[config.mk]
export PLATFORM = sky130hd
export DESIGN_NAME = e1rfp_frame_processor
export DESIGN_NICKNAME = d
export VERILOG_FILES = /design/src/hw/e1rfp_pkg.sv /design/src/hw/e1rfp_frame_processor.sv
export VERILOG_INCLUDE_DIRS = /design/src /design/src/hw
export SDC_FILE = /design/constraint.sdc
export NUM_CORES = 1
export LEC_CHECK = 0
export BUFFER_PORTS_ARGS = -buffer_cell sky130_fd_sc_hd__buf_2
export CORE_MARGIN = 1
export CORE_UTILIZATION = 40
export CTS_CLUSTER_DIAMETER = 30
export DETAILED_ROUTE_END_ITERATION = 16
export PLACE_DENSITY_LB_ADDON = 0.25
export SYNTH_ARGS = -nofsm -noshare
export SYNTH_HDL_FRONTEND = slang
export SYNTH_SLANG_ARGS = --single-unit
[constraint.sdc]
create_clock -name clk_i -period 2.4 [get_ports clk_i]
set_input_delay 0.36 -clock clk_i [delete_from_list [all_inputs] [get_ports clk_i]]
set_output_delay 0.36 -clock clk_i [all_outputs]
set_load 0.02 [all_outputs]
[src/hw/e1rfp_consts.svh]
// offsets, field positions, reset values and timing figures of the e1 receive framer
`ifndef E1RFP_CONSTS_SVH
`define E1RFP_CONSTS_SVH
`define E1RFP_GLOB_OFS 8'h00
`define E1RFP_MODE_OFS 8'h04
`define E1RFP_CTRL_OFS 8'h08
`define E1RFP_STAT_OFS 8'h0c
`define E1RFP_EVT_OFS 8'h10
`define E1RFP_IEN_OFS 8'h14
`define E1RFP_OVH_OFS 8'h18
`define E1RFP_SACODE_OFS 8'h1c
`define E1RFP_CRCCNT_OFS 8'h20
`define E1RFP_GLOB_RST 1'h1
`define E1RFP_MODE_RST 4'h0
`define E1RFP_CTRL_RST 11'h000
`define E1RFP_IEN_RST 6'h00
`define E1RFP_STAT_RST 8'h05
`define E1RFP_EV_FER 0
`define E1RFP_EV_CMFER 1
`define E1RFP_EV_SMFER 2
`define E1RFP_EV_CRC 3
`define E1RFP_EV_PER 4
`define E1RFP_EV_CHG 5
`define E1RFP_EV_W 6
`define E1RFP_FAS 7'h1b
`define E1RFP_CMF_PAT 6'h0b
`define E1RFP_CRC_LIMIT 10'h392
`define E1RFP_FRAME_NS 125000
`define E1RFP_AIS_MS 100
`define E1RFP_RED_MS 100
`define E1RFP_CMF_MS 400
`define E1RFP_WIN_MS 8
`define E1RFP_SEC_MS 1000
`endif

[src/hw/e1rfp_pkg.sv]
// types shared by the e1 receive framer
package e1rfp_pkg;
	typedef enum logic [2:0] {
		FS_HUNT = 3'h0,
		FS_NFAS = 3'h1,
		FS_FAS2 = 3'h2,
		FS_SYNC = 3'h3,
		FS_BYP = 3'h4
	} e1rfp_fstate_t;
	typedef struct packed {
		logic e1;
		logic rx_j1;
		logic tx_j1;
	} e1rfp_mode_t;
	typedef struct packed {
		logic loss3;
		logic [1:0] per_sel;
		logic deb3;
		logic oof_crit;
		logic unframed;
		logic cas_dis;
		logic crc_en;
		logic reframe;
		logic ref_crce;
		logic refr_dis;
	} e1rfp_ctrl_t;
	typedef struct packed {
		logic excrc;
		logic red;
		logic ais;
		logic rmai;
		logic rai;
		logic oosmf;
		logic oocmf;
		logic oof;
	} e1rfp_stat_t;
	typedef struct packed {
		e1rfp_fstate_t st;
		logic [7:0] pos;
		logic [7:0] sr;
		logic fas;
		logic [1:0] errc;
		logic [1:0] zeros;
		logic [3:0] mf;
		logic [1:0] cmf;
		logic [1:0] cmf_errc;
		logic [6:0] t8;
		logic [11:0] t400;
		logic [5:0] si_sh;
		logic [3:0] crc;
		logic [3:0] rem;
		logic [3:0] crx;
		logic crun;
		logic rem_ok;
		logic [9:0] crc_cnt;
		logic [9:0] crc_rep;
		logic [12:0] sec;
		logic excrc;
		logic [3:0] sm;
		logic cas;
		logic [1:0] cas_errc;
		logic [3:0] rai_d;
		logic [3:0] rmai_d;
		logic [9:0] ais_cnt;
		logic [9:0] red_cnt;
		logic ais;
		logic red;
		logic si_fas;
		logic si_nfas;
		logic [4:0] nat;
		logic [2:0] xb;
		logic [19:0] sa_sh;
		logic [19:0] sa_code;
		logic ts16;
		logic ts16_en;
	} e1rfp_frm_t;
endpackage

[src/hw/e1rfp_frame_processor.sv]
// e1 receive frame processor of one framer port with wishbone registers
//
// The Wishbone slave port and the address map were chosen for this implementation.
`timescale 1ns/1ps
`include "e1rfp_consts.svh"
module e1rfp_frame_processor #(
	parameter int AIS_FRAMES = `E1RFP_AIS_MS * 1000000 / `E1RFP_FRAME_NS,
	parameter int RED_FRAMES = `E1RFP_RED_MS * 1000000 / `E1RFP_FRAME_NS,
	parameter int CMF_FRAMES = `E1RFP_CMF_MS * 1000000 / `E1RFP_FRAME_NS,
	parameter int WIN_FRAMES = `E1RFP_WIN_MS * 1000000 / `E1RFP_FRAME_NS,
	parameter int SEC_FRAMES = `E1RFP_SEC_MS * 1000000 / `E1RFP_FRAME_NS
) (
	input logic clk_i,
	input logic rst_i,
	input logic wb_cyc_i,
	input logic wb_stb_i,
	input logic wb_we_i,
	input logic [7:0] wb_adr_i,
	input logic [3:0] wb_sel_i,
	input logic [31:0] wb_dat_i,
	output logic [31:0] wb_dat_o,
	output logic wb_ack_o,
	input logic rx_bit_i,
	input logic rx_bit_en_i,
	output logic ts16_o,
	output logic ts16_en_o,
	output logic int_o,
	output e1rfp_pkg::e1rfp_mode_t mode_o
);
	import e1rfp_pkg::*;

	localparam logic [5:0] CMF_PAT = `E1RFP_CMF_PAT;

	e1rfp_frm_t fr_r, fr_nxt;
	logic glob_r, glob_nxt;
	logic [3:0] mode_r, mode_nxt;
	e1rfp_ctrl_t ctrl_r, ctrl_nxt;
	logic [5:0] ev_r, ev_nxt, inten_r, inten_nxt, ev_set, clr;
	e1rfp_stat_t stat, stat_prev_r;
	logic ack_r, ack_nxt, int_r, int_nxt, refp_r;
	logic [31:0] dat_r, dat_nxt, rd, wv, m;
	e1rfp_mode_t mode_q_r, mode_q_nxt;
	logic acc, restart, e1_on, bit_v, fend, smf_end, sync, err, db, fb, cas_ok;
	logic [7:0] p, sh, a;
	logic [1:0] z;

	// state {last value, run length, debounced output}
	function automatic logic [3:0] deb(input logic v, input logic [3:0] s, input logic three);
		logic [1:0] run;
		logic o;
		run = (v != s[3]) ? 2'h1 : ((s[2:1] == 2'h3) ? 2'h3 : s[2:1] + 2'h1);
		o = (run >= (three ? 2'h3 : 2'h2)) ? v : s[0];
		return {v, run, o};
	endfunction

	assign e1_on = !glob_r;
	assign restart = ctrl_r.reframe && !refp_r;

	always_comb begin
		fr_nxt = fr_r;
		fr_nxt.ts16_en = 1'b0;
		ev_set = '0;
		bit_v = rx_bit_i;
		p = fr_r.pos;
		sh = {fr_r.sr[6:0], bit_v};
		sync = (fr_r.st == FS_SYNC);
		fend = (p == 8'hff);
		smf_end = fend && sync && (fr_r.mf[2:0] == 3'h7);
		err = 1'b0;
		db = 1'b0;
		fb = 1'b0;
		z = fr_r.zeros;
		if (!e1_on || restart) begin
			fr_nxt.st = FS_HUNT;
		end else if (ctrl_r.unframed) begin
			fr_nxt.st = FS_BYP;
		end else if (fr_r.st == FS_BYP) begin
			fr_nxt.st = FS_HUNT;
		end else if (rx_bit_en_i) begin
			// one bit per enable, 256 bits a frame
			fr_nxt.sr = sh;
			fr_nxt.pos = p + 8'h01;
			if (!bit_v && z != 2'h3) begin
				z = z + 2'h1;
			end
			fr_nxt.zeros = z;
			unique case (fr_r.st)
				FS_HUNT: begin
					if (sh[6:0] == `E1RFP_FAS) begin
						fr_nxt.pos = 8'h08;
						fr_nxt.st = FS_NFAS;
					end
				end
				FS_NFAS: begin
					if (p == 8'h07) begin
						fr_nxt.st = sh[6] ? FS_FAS2 : FS_HUNT;
					end
				end
				FS_FAS2: begin
					if (p == 8'h07) begin
						fr_nxt.st = (sh[6:0] == `E1RFP_FAS) ? FS_SYNC : FS_HUNT;
						fr_nxt.fas = 1'b1;
					end
				end
				FS_SYNC: begin
					if (p == 8'h07) begin
						if (fr_r.fas) begin
							err = (sh[6:0] != `E1RFP_FAS);
							fr_nxt.si_fas = sh[7];
							fr_nxt.crx = {fr_r.crx[2:0], sh[7]};
						end else begin
							err = !sh[6] && ctrl_r.oof_crit;
							fr_nxt.si_nfas = sh[7];
							fr_nxt.nat = sh[4:0];
							fr_nxt.si_sh = {fr_r.si_sh[4:0], sh[7]};
							fr_nxt.rai_d = deb(sh[5], fr_r.rai_d, ctrl_r.deb3);
							for (int k = 0; k < 5; k++) begin
								fr_nxt.sa_sh[k*4 +: 4] = {fr_r.sa_sh[k*4 +: 3], sh[4-k]};
							end
							if (ctrl_r.crc_en && fr_r.cmf != 2'h2) begin
								// two hits 16 frames apart
								if ({fr_r.si_sh[4:0], sh[7]} == CMF_PAT) begin
									fr_nxt.mf = 4'hb;
									fr_nxt.t8 = '0;
									fr_nxt.cmf = (fr_r.cmf == 2'h1 && fr_r.mf == 4'hb) ? 2'h2 : 2'h1;
								end
							end else if (fr_r.cmf == 2'h2 && fr_r.mf < 4'hc) begin
								if (sh[7] != CMF_PAT[3'h5 - fr_r.mf[3:1]]) begin
									ev_set[`E1RFP_EV_CMFER] = 1'b1;
									fr_nxt.cmf_errc = fr_r.cmf_errc + 2'h1;
									if (fr_r.cmf_errc == (ctrl_r.loss3 ? 2'h2 : 2'h1)) begin
										fr_nxt.cmf = 2'h0;
									end
								end else begin
									fr_nxt.cmf_errc = 2'h0;
								end
							end
						end
						ev_set[`E1RFP_EV_FER] = err;
						if (fr_r.fas || ctrl_r.oof_crit) begin
							fr_nxt.errc = err ? fr_r.errc + 2'h1 : 2'h0;
							// three bad words in a row
							if (err && fr_r.errc == 2'h2 && !ctrl_r.refr_dis) begin
								fr_nxt.st = FS_HUNT;
							end
						end
					end
					// C bit slots enter the check as zero
					db = bit_v && !(p == 8'h00 && fr_r.fas);
					fb = db ^ fr_r.crc[3];
					fr_nxt.crc = {fr_r.crc[2:0], 1'b0} ^ {2'h0, fb, fb};
					if (p[7:3] == 5'h10) begin
						fr_nxt.ts16 = bit_v;
						fr_nxt.ts16_en = 1'b1;
					end
					if (p == 8'h87 && fr_nxt.st == FS_SYNC && !ctrl_r.cas_dis &&
							(!ctrl_r.crc_en || fr_r.cmf == 2'h2)) begin
						if (!fr_r.cas) begin
							if (sh[7:4] == 4'h0) begin
								fr_nxt.cas = 1'b1;
								fr_nxt.sm = 4'h0;
							end
						end else if (fr_r.sm == 4'h0) begin
							fr_nxt.xb = {sh[3], sh[1], sh[0]};
							fr_nxt.rmai_d = deb(sh[2], fr_r.rmai_d, ctrl_r.deb3);
							if (sh[7:4] != 4'h0) begin
								ev_set[`E1RFP_EV_SMFER] = 1'b1;
								fr_nxt.cas_errc = fr_r.cas_errc + 2'h1;
								if (fr_r.cas_errc == (ctrl_r.loss3 ? 2'h2 : 2'h1)) begin
									fr_nxt.cas = 1'b0;
								end
							end else begin
								fr_nxt.cas_errc = 2'h0;
							end
						end
					end
					if (smf_end) begin
						if (fr_r.rem_ok && fr_r.crx != fr_r.rem) begin
							ev_set[`E1RFP_EV_CRC] = 1'b1;
							if (fr_r.crc_cnt != 10'h3ff) begin
								fr_nxt.crc_cnt = fr_r.crc_cnt + 10'h001;
							end
						end
						fr_nxt.rem = fr_nxt.crc;
						fr_nxt.crc = 4'h0;
						fr_nxt.rem_ok = fr_r.crun;
						fr_nxt.crun = (fr_r.cmf == 2'h2);
						fr_nxt.sa_code = fr_r.sa_sh;
					end
					if (fend) begin
						fr_nxt.fas = !fr_r.fas;
						fr_nxt.mf = fr_r.mf + 4'h1;
						fr_nxt.sm = fr_r.sm + 4'h1;
						if (fr_r.cmf == 2'h1) begin
							fr_nxt.t8 = fr_r.t8 + 7'h01;
							if (fr_r.t8 == 7'(WIN_FRAMES - 1)) begin
								fr_nxt.cmf = 2'h0;
							end
						end
						fr_nxt.t400 = fr_r.t400 + 12'h001;
						if (fr_r.t400 == 12'(CMF_FRAMES - 1)) begin
							fr_nxt.st = FS_HUNT;
						end
						fr_nxt.sec = fr_r.sec + 13'h0001;
						if (fr_r.sec == 13'(SEC_FRAMES - 1)) begin
							fr_nxt.sec = '0;
							fr_nxt.crc_rep = fr_nxt.crc_cnt;
							fr_nxt.crc_cnt = '0;
							// judge the count just banked, the live one is already cleared
							fr_nxt.excrc = (fr_nxt.crc_rep > `E1RFP_CRC_LIMIT);
							if (fr_nxt.crc_rep > `E1RFP_CRC_LIMIT && ctrl_r.ref_crce &&
									!ctrl_r.refr_dis) begin
								fr_nxt.st = FS_HUNT;
							end
						end
						unique case (ctrl_r.per_sel)
							2'h0: ev_set[`E1RFP_EV_PER] = 1'b1;
							2'h1: ev_set[`E1RFP_EV_PER] = (fr_r.mf[2:0] == 3'h7) && fr_r.cmf == 2'h2;
							2'h2: ev_set[`E1RFP_EV_PER] = (fr_r.mf == 4'hf) && fr_r.cmf == 2'h2;
							2'h3: ev_set[`E1RFP_EV_PER] = (fr_r.sm == 4'hf) && fr_r.cas;
						endcase
					end
				end
				default: fr_nxt.st = FS_HUNT;
			endcase
			if (fend) begin
				// timed in received frames, not in clock cycles
				fr_nxt.zeros = 2'h0;
				if (z != 2'h3) begin
					if (fr_r.ais_cnt != 10'(AIS_FRAMES)) begin
						fr_nxt.ais_cnt = fr_r.ais_cnt + 10'h001;
					end
				end else begin
					fr_nxt.ais_cnt = '0;
				end
				fr_nxt.ais = (fr_nxt.ais_cnt == 10'(AIS_FRAMES));
				if (!sync) begin
					if (fr_r.red_cnt != 10'(RED_FRAMES)) begin
						fr_nxt.red_cnt = fr_r.red_cnt + 10'h001;
					end
				end else begin
					fr_nxt.red_cnt = '0;
				end
				fr_nxt.red = (fr_nxt.red_cnt == 10'(RED_FRAMES));
			end
		end
		// dependent searches fall back whenever their parent is lost
		if (fr_nxt.st != FS_SYNC || !ctrl_r.crc_en) begin
			fr_nxt.cmf = 2'h0;
			fr_nxt.crun = 1'b0;
			fr_nxt.rem_ok = 1'b0;
		end
		if (fr_nxt.st != FS_SYNC) begin
			fr_nxt.errc = 2'h0;
		end
		if (fr_nxt.cmf != 2'h2) begin
			fr_nxt.cmf_errc = 2'h0;
		end
		if (fr_nxt.cmf == 2'h0) begin
			fr_nxt.t8 = '0;
		end
		if (fr_nxt.cmf == 2'h2 || !ctrl_r.crc_en || fr_nxt.st != FS_SYNC) begin
			fr_nxt.t400 = '0;
		end
		cas_ok = fr_nxt.st == FS_SYNC && !ctrl_r.cas_dis && (!ctrl_r.crc_en || fr_nxt.cmf == 2'h2);
		if (!cas_ok) begin
			fr_nxt.cas = 1'b0;
			fr_nxt.cas_errc = 2'h0;
		end
	end

	always_ff @(posedge clk_i) begin
		if (rst_i) begin
			fr_r <= '0;
		end else begin
			fr_r <= fr_nxt;
		end
	end

	always_comb begin
		stat.oof = (fr_r.st != FS_SYNC) && (fr_r.st != FS_BYP);
		stat.oocmf = ctrl_r.crc_en && (fr_r.cmf != 2'h2);
		stat.oosmf = !ctrl_r.cas_dis && !fr_r.cas;
		stat.rai = fr_r.rai_d[0];
		stat.rmai = fr_r.rmai_d[0];
		stat.ais = fr_r.ais;
		stat.red = fr_r.red;
		stat.excrc = fr_r.excrc;
	end

	always_comb begin
		glob_nxt = glob_r;
		mode_nxt = mode_r;
		ctrl_nxt = ctrl_r;
		inten_nxt = inten_r;
		dat_nxt = dat_r;
		clr = '0;
		acc = wb_cyc_i && wb_stb_i && !ack_r;
		ack_nxt = acc;
		a = {wb_adr_i[7:2], 2'h0};
		m = {{8{wb_sel_i[3]}}, {8{wb_sel_i[2]}}, {8{wb_sel_i[1]}}, {8{wb_sel_i[0]}}};
		case (a)
			`E1RFP_GLOB_OFS: rd = {31'h0, glob_r};
			`E1RFP_MODE_OFS: rd = {28'h0, mode_r};
			`E1RFP_CTRL_OFS: rd = {21'h0, ctrl_r};
			`E1RFP_STAT_OFS: rd = {24'h0, stat};
			`E1RFP_EVT_OFS: rd = {26'h0, ev_r};
			`E1RFP_IEN_OFS: rd = {26'h0, inten_r};
			`E1RFP_OVH_OFS: rd = {22'h0, fr_r.xb, fr_r.nat, fr_r.si_nfas, fr_r.si_fas};
			`E1RFP_SACODE_OFS: rd = {12'h0, fr_r.sa_code};
			`E1RFP_CRCCNT_OFS: rd = {22'h0, fr_r.crc_rep};
			default: rd = 32'h0;
		endcase
		wv = (rd & ~m) | (wb_dat_i & m);
		if (acc && wb_we_i) begin
			case (a)
				`E1RFP_GLOB_OFS: glob_nxt = wv[0];
				`E1RFP_MODE_OFS: mode_nxt = wv[3:0];
				`E1RFP_CTRL_OFS: ctrl_nxt = wv[10:0];
				`E1RFP_EVT_OFS: clr = wb_dat_i[5:0] & m[5:0];
				`E1RFP_IEN_OFS: inten_nxt = wv[5:0];
				default: ;
			endcase
		end
		if (acc && !wb_we_i) begin
			dat_nxt = rd;
		end
		// a new event outranks a clear in the same cycle
		ev_nxt = (ev_r & ~clr) | ev_set | {(stat != stat_prev_r), 5'h00};
		int_nxt = |(ev_nxt & inten_nxt);
		mode_q_nxt.e1 = !glob_nxt;
		mode_q_nxt.rx_j1 = glob_nxt && mode_nxt[0] && mode_nxt[1];
		mode_q_nxt.tx_j1 = glob_nxt && mode_nxt[2] && mode_nxt[3];
	end

	always_ff @(posedge clk_i) begin
		if (rst_i) begin
			glob_r <= `E1RFP_GLOB_RST;
			mode_r <= `E1RFP_MODE_RST;
			ctrl_r <= `E1RFP_CTRL_RST;
			inten_r <= `E1RFP_IEN_RST;
			ev_r <= '0;
			// status as it reads right after reset, so no false change event
			stat_prev_r <= `E1RFP_STAT_RST;
			dat_r <= '0;
			ack_r <= 1'b0;
			int_r <= 1'b0;
			refp_r <= 1'b0;
			mode_q_r <= '0;
		end else begin
			glob_r <= glob_nxt;
			mode_r <= mode_nxt;
			ctrl_r <= ctrl_nxt;
			inten_r <= inten_nxt;
			ev_r <= ev_nxt;
			stat_prev_r <= stat;
			dat_r <= dat_nxt;
			ack_r <= ack_nxt;
			int_r <= int_nxt;
			refp_r <= ctrl_r.reframe;
			mode_q_r <= mode_q_nxt;
		end
	end

	// one instance per port and no shared state
	assign wb_dat_o = dat_r;
	assign wb_ack_o = ack_r;
	assign int_o = int_r;
	assign ts16_o = fr_r.ts16;
	assign ts16_en_o = fr_r.ts16_en;
	assign mode_o = mode_q_r;
endmodule

After elaboration in Yosys (flattened, before gate mapping):

Memory sizes are Yosys's and may differ from the RTL's.
Index checks and enable logic that the tools add are counted.

* output and inout port bits: 39
* register bits after elaboration: 256
* RAM bits: 0
* input bits: 51
* bits in read-only memories: 8
* bits in latches: 0
* word-level logic and storage cells: 451
* memories kept: 1

Memories
* (name not given): words 8, width 1, rd ports 1, clocked after Yosys merged registers in 0, wr ports 0, line e1rfp_frame_processor.sv:128 `if (sh[7] != CMF_PAT[3'h5 - fr_r.mf[3:1]]) begin`

* shifts and indexed selects: 0
* bitwise operators: 20
* multipliers: 0
* divide/modulo/power cells: 0
* add/sub/neg operators: 16
* magnitude comparators: 5
* multiplexer cells: 183
* reductions and logical operators: 92
* equal/unequal tests: 65

Operator list (number)
* 166-bit 2-to-1 mux: 3
* 194-bit 2-to-1 mux: 1
* 20-bit one-hot mux with 9 select lines: 1
* 10-bit 2-to-1 mux: 16
* 96-bit 2-to-1 mux: 1
* 3-bit 2-to-1 mux: 28
* 6-bit 2-to-1 mux: 14
* 4-bit 2-to-1 mux: 20
* 12-bit 2-to-1 mux: 6
* 2-bit 2-to-1 mux: 30
* 20-bit 2-to-1 mux: 3
* 5-bit 2-to-1 mux: 12
* 52-bit 2-to-1 mux: 1
* 38-bit 2-to-1 mux: 1
* 7-bit 2-to-1 mux: 5
* 7-bit AND reduction: 5
* 34-bit 2-to-1 mux: 1
* 1-bit logical AND: 33
* 8-bit AND reduction: 4
* 10-bit by 1-bit adder with 10-bit output, second input constant: 3
* 1-bit 2-to-1 mux: 30
* 15-bit 2-to-1 mux: 2
* 10-bit inequality test, second input constant: 3
* 6-bit AND reduction: 5
* other kinds (74): 153

Longest topological paths before layout:

* depth in word-level cells: 45
* mapped depth: 10
* mapped depth without buffers: 9

Worst setup path after synthesis:

Ideal clock, no wire load.

* path kind: register to register
* start: register fr_r, in the netlist p[3]
* end: register fr_r[156] (netlist bit)
* setup time: 74 ps
* period minus slack after synthesis: 2610 ps
* buffers on the path: 2
* stages on the path, launching flop included: 10
* slack: -210 ps
* data arrival time: 2536 ps
* data required time: 2326 ps
* cells stage by stage: dfxtp_1 buf_6 or4_4 or3_1 buf_2 o41ai_2 o211ai_1 nor2b_4 or3_1 nor3_2

* cells in the longest elaborated chain, start to end: 25
* elaborated cells on any way between the ends: 45
* those cells by class: order compare (1); eq/ne (3); mux (34); reduce/logical (7)

RTL lines
* start: declaration: line e1rfp_frame_processor.sv:34 `e1rfp_frm_t fr_r, fr_nxt;`
* start signal: assignment: line e1rfp_frame_processor.sv:276 `fr_r <= fr_nxt;`
* 8-bit equality test: line e1rfp_frame_processor.sv:67 `fend = (p == 8'hff);`
* 1-bit logical AND (2 in series): line e1rfp_frame_processor.sv:68 `smf_end = fend && sync && (fr_r.mf[2:0] == 3'h7);`
* 12-bit 2-to-1 mux: line e1rfp_frame_processor.sv:177 `if (smf_end) begin`
* 12-bit 2-to-1 mux: line e1rfp_frame_processor.sv:87 `unique case (fr_r.st)`
* 12-bit 2-to-1 mux: line e1rfp_frame_processor.sv:79 `end else if (rx_bit_en_i) begin`
* 12-bit 2-to-1 mux: line e1rfp_frame_processor.sv:77 `end else if (fr_r.st == FS_BYP) begin`
* 12-bit 2-to-1 mux: line e1rfp_frame_processor.sv:75 `end else if (ctrl_r.unframed) begin`
* 12-bit 2-to-1 mux: line e1rfp_frame_processor.sv:73 `if (!e1_on || restart) begin`
* [8 not listed]
* 3-bit 2-to-1 mux: line e1rfp_frame_processor.sv:77
* 3-bit 2-to-1 mux: line e1rfp_frame_processor.sv:75
* 3-bit 2-to-1 mux: line e1rfp_frame_processor.sv:73
* 3-bit by 2-bit inequality test with 1-bit output: line e1rfp_frame_processor.sv:248 `if (fr_nxt.st != FS_SYNC || !ctrl_r.crc_en) begin`
* 1-bit logical OR: line e1rfp_frame_processor.sv:248
* 2-bit 2-to-1 mux: line e1rfp_frame_processor.sv:248
* 2-bit zero test: line e1rfp_frame_processor.sv:259 `if (fr_nxt.cmf == 2'h0) begin`
* 2-bit OR reduction (no source line)

Parallel ways exist; a longest one is shown, timed or not. The select of a mux whose other input is x is not followed.
A chain may end at the register's enable or synchronous reset.

Worst setup path in the final report:

* start: register fr_r, in the netlist p[3]
* end: register fr_r[163] (netlist bit)

* cells in the longest elaborated chain, start to end: 25
* elaborated cells on any way between the ends: 45
* those cells by class: order compare (1); eq/ne (5); mux (32); reduce/logical (7)

RTL lines
* 8-bit equality test: line e1rfp_frame_processor.sv:67
* 1-bit logical AND (2 in series): line e1rfp_frame_processor.sv:68
* 12-bit 2-to-1 mux: line e1rfp_frame_processor.sv:177
* 12-bit 2-to-1 mux: line e1rfp_frame_processor.sv:87
* 12-bit 2-to-1 mux: line e1rfp_frame_processor.sv:79
* 12-bit 2-to-1 mux: line e1rfp_frame_processor.sv:77
* 12-bit 2-to-1 mux: line e1rfp_frame_processor.sv:75
* 12-bit 2-to-1 mux: line e1rfp_frame_processor.sv:73
* [8 not listed]
* 3-bit 2-to-1 mux: line e1rfp_frame_processor.sv:77
* 3-bit 2-to-1 mux: line e1rfp_frame_processor.sv:75
* 3-bit 2-to-1 mux: line e1rfp_frame_processor.sv:73
* 3-bit by 2-bit inequality test with 1-bit output: line e1rfp_frame_processor.sv:248
* 1-bit logical OR: line e1rfp_frame_processor.sv:248
* 2-bit 2-to-1 mux: line e1rfp_frame_processor.sv:248
* 2-bit inequality test: line e1rfp_frame_processor.sv:256 `if (fr_nxt.cmf != 2'h2) begin`
* 2-bit OR reduction (no source line)

Parallel ways exist; a longest one is shown, timed or not. The select of a mux whose other input is x is not followed.

==> impl_metrics.py <==
metrics = {
    "outcome": {
        "status": "complete, but fails checks",
        "violations": "negative setup slack",
    },
    "route": {
        "routedWlPerCell_um": 17.03,
        "finalWirelength_um": 37230,
        "vias": 11990,
        "drtAntennaViolNets": 0,
        "firstDrtPassIters": 6,
        "drc": 0,
        "drt_iter0_markers": 977,
        "via_per_inst": 5.484,
    },
    "sta": {
        "skew_ps": 9.497,
        "finalCriticalPeriod_ps": 2561,
        "report.final.slew_viol_count": 0,
        "setup_viol": 30,
        "fmax_mhz": 390.5,
        "timing.final.crit_share_pct": 106.7,
        "slew-limit-headroom_pct": 49.27,
        "rsz0062_at_grt": "true",
        "tightest_slew_ps": 760.9,
        "fin_ws_ps": -160.9,
        "fin_hold_ws_ps": 117.5,
        "finalHoldViolCount": 0,
    },
    "floorplan": {
        "die_y_um": 176.8,
        "pin_count": 90,
        "core_area_um2": 29870,
        "rows": 63,
        "start_util_pct": 40.90,
        "die_area_um2": 31250,
        "fp.dieW_um": 176.8,
    },
    "power_and_ir_drop": {
        "power_leakage_uw": 0.006278,
        "ir_worst_vdd_mv": 0.4453,
        "power.density_nw_per_um2": 729.1,
    },
    "logic_synthesis": {
        "avgSynthCellArea_um2": 7.939,
        "syn_area_um2": 12220,
        "yosysSeqAreaShare_pct": 40.47,
        "ys_warn_count": 0,
        "synth_edf_count": 0,
        "async_reset_ff_share_pct": 0,
        "synthDistinctLibCells": 78,
        "yosys_register_bits": 247,
        "ys.flop_type": "dfxtp_1",
        "syn_inst": 1539,
    },
    "job": {
        "maxCapViolations": 0,
    },
    "worst_setup_path": {
        "setup.worst_path.end_class": "flip-flop",
        "slowest_delay_ps": 540,
        "cp-start-kind": "flip-flop",
        "worstSetupPathType": "reg2reg",
        "crit_arrival_ps": 3010,
        "cp_max_fo": 5,
        "critPathRequiredTime_ps": 2850,
        "timing.rr.start": "p[3]",
        "timing.rr.end": "fr_r[163]",
        "critPathSlowestCell": "or4_4",
        "cp-startpoint": "p[3]",
        "reg2reg_depth": 7,
        "worstPathCellList": "or4_4, or3_4, buf_12, nor3_4, nand2_1, or4_1, a2111oi_2",
        "r2r_slack_ps": -160,
    },
    "placement": {
        "pre_cts_ws_ps": -219.3,
        "gp_congestion": 0.9700,
        "dpl.hpwl_um": 25570,
        "portBuffers": 52,
    },
    "layout": {
        "layout_common_cells": "nand2_1 (255), dfxtp_1 (239), buf_4 (169)",
        "final_common_cell": "nand2_1",
        "nFillCells": 2690,
        "area_delta_synth_final_pct": 36.28,
        "fin_nets": 1827,
        "drive_gt1_share_pct": 24.54,
        "insertedDiodeCount": 0,
    },
    "global_route": {
        "grt_pass1_vias": 11060,
        "antenna_found_initial": 0,
        "grt_overflow": 0,
        "grt_max_degree": 170,
        "grtUsageTotal_pct": 23.02,
        "grt_pass1_wl_um": 57620,
    },
    "clock_network": {
        "cts_buffers": 56,
        "cts_sinks": 247,
        "insertion_delay_ps": 560,
        "clockRootBuffer": "clkbuf_16",
        "htreeDepth": 2,
        "clk_pin_slew_ps": 50,
        "cts_tree": "done",
        "clk_path_buf_depth": 3,
    },
    "min_path": {
        "hp-class": "in2reg",
        "hold_start": "wb_cyc_i",
        "hold_depth": 3,
        "holdPathEnd": "wb_ack_o",
    },
}
-- per-stage QoR --
step                      area [µm²]  power (µW)  util [%]  setup TNS (ps)  cells
final                          16650       12140     55.74           -2403   2187
after global routing           16650       12480     55.74           -5561   2187
after CTS                      16020       12220     53.62           -1352   2158
after detailed placement       13930        4495     46.63           -4679   2051
after global placement         13930        4495     46.63           -3180   2051
after floorplan                12390        4385         -           -1271   1550
-- worst max-delay path, delay by kind of cell (launching register included) --
kind            cells  cell delay (ps)
buf+inv             1              150
flops               1              330
compound gates      1              350
simple gates        5             1620
-- metal layers --
layer  up-vias  share of wire (%)  track usage (%)  wire length [µm]
li1       5879                  -                -                 -
met1      5705                 45            30.38             16850
met2       345                 47            37.91             17410
met3        65                5.2            3.565              1939
met4         0                2.8            8.190              1032
met5         -                  0                0                 0
-- where the power goes --
| part | leakage (µW) | total (µW) | switching [µW] | internal [µW] |
|---|---|---|---|---|
| Sequential | 0.00199 | 4130 | 4.90 | 4120 |
| Clock | 0.000916 | 7710 | 2540 | 5170 |
| Combinational | 0.00337 | 304 | 203 | 101 |
-- timing repair --
action | CTS | global route
gates resized for setup | 27 | 77
pin swaps | 10 | 29
cloned | 1 | 3
setup endpoints to repair | 40 | 76
hold buffers | 0 | 0
hold endpoints to repair | 0 | 0
buffers inserted | 4 | 30
-- flip-flops by register name, indices dropped and copies added (netlist names), 3 cells and up --
register,flops
p,8
ev_r,6
ctrl_r,11
wb_dat_o,20
mode_r,4
fr_r,175
inten_r,6
stat_prev_r,8
mode_o,3
-- synthesized netlist by cell type (14+ instances only) --
library cell / n / share of area (%)
nand2b_1: 14 / 0.72
ha_1: 23 / 2.4
nand3b_1: 17 / 1.0
a31oi_1: 16 / 0.82
nand2_1: 257 / 7.9
nand3_1: 40 / 1.6
nor4_1: 26 / 1.3
xnor2_1: 32 / 2.3
xor2_1: 30 / 2.2
dfxtp_1: 247 / 40
a211oi_1: 20 / 1.2
mux2i_1: 29 / 2.4
nand4_1: 31 / 1.6
o21ai_0: 54 / 2.2
nor2b_1: 14 / 0.72
inv_1: 45 / 1.4
nor2_1: 150 / 4.6
nor3_1: 54 / 2.2
a21oi_1: 145 / 5.9
and3_1: 17 / 0.87
a22oi_1: 20 / 1.2
clkbuf_1: 79 / 2.4
or3_1: 18 / 0.92
-- cell type report --
class / count / area [µm²] / area share, %
repair buffers: 242 / 1838 / 11.04
multi-input cells: 1161 / 7268 / 43.65
well taps: 390 / 488.0 / 2.931
clock buffers: 65 / 1465 / 8.799
inverters: 45 / 168.9 / 1.014
clock inverters: 37 / 467.9 / 2.810
flip-flops and latches: 247 / 4955 / 29.76
-- worst max path at each step --
stage                      to  slack (ps)  depth (start not counted)
floorplan           fr_r[163]        -150                          8
global placement    fr_r[154]        -170                          8
detailed placement  fr_r[152]        -220                          8
CTS                 fr_r[156]        -100                          8
global route        fr_r[163]        -270                          7
finish              fr_r[163]        -160                          7
-- cells by family after synthesis --
kind of cell,after synthesis,synth area share (%)
AND/OR/NAND/NOR,699,27.84
adder cells (fa/ha/maj),23,2.355
buffers and inverters,144,4.875
AO/OA/AOI/OAI,325,16.59
flip-flops,247,40.47
XOR/XNOR,62,4.444
multiplexers,38,3.390
other,1,0.03069
(Power assumes the default switching activity.)
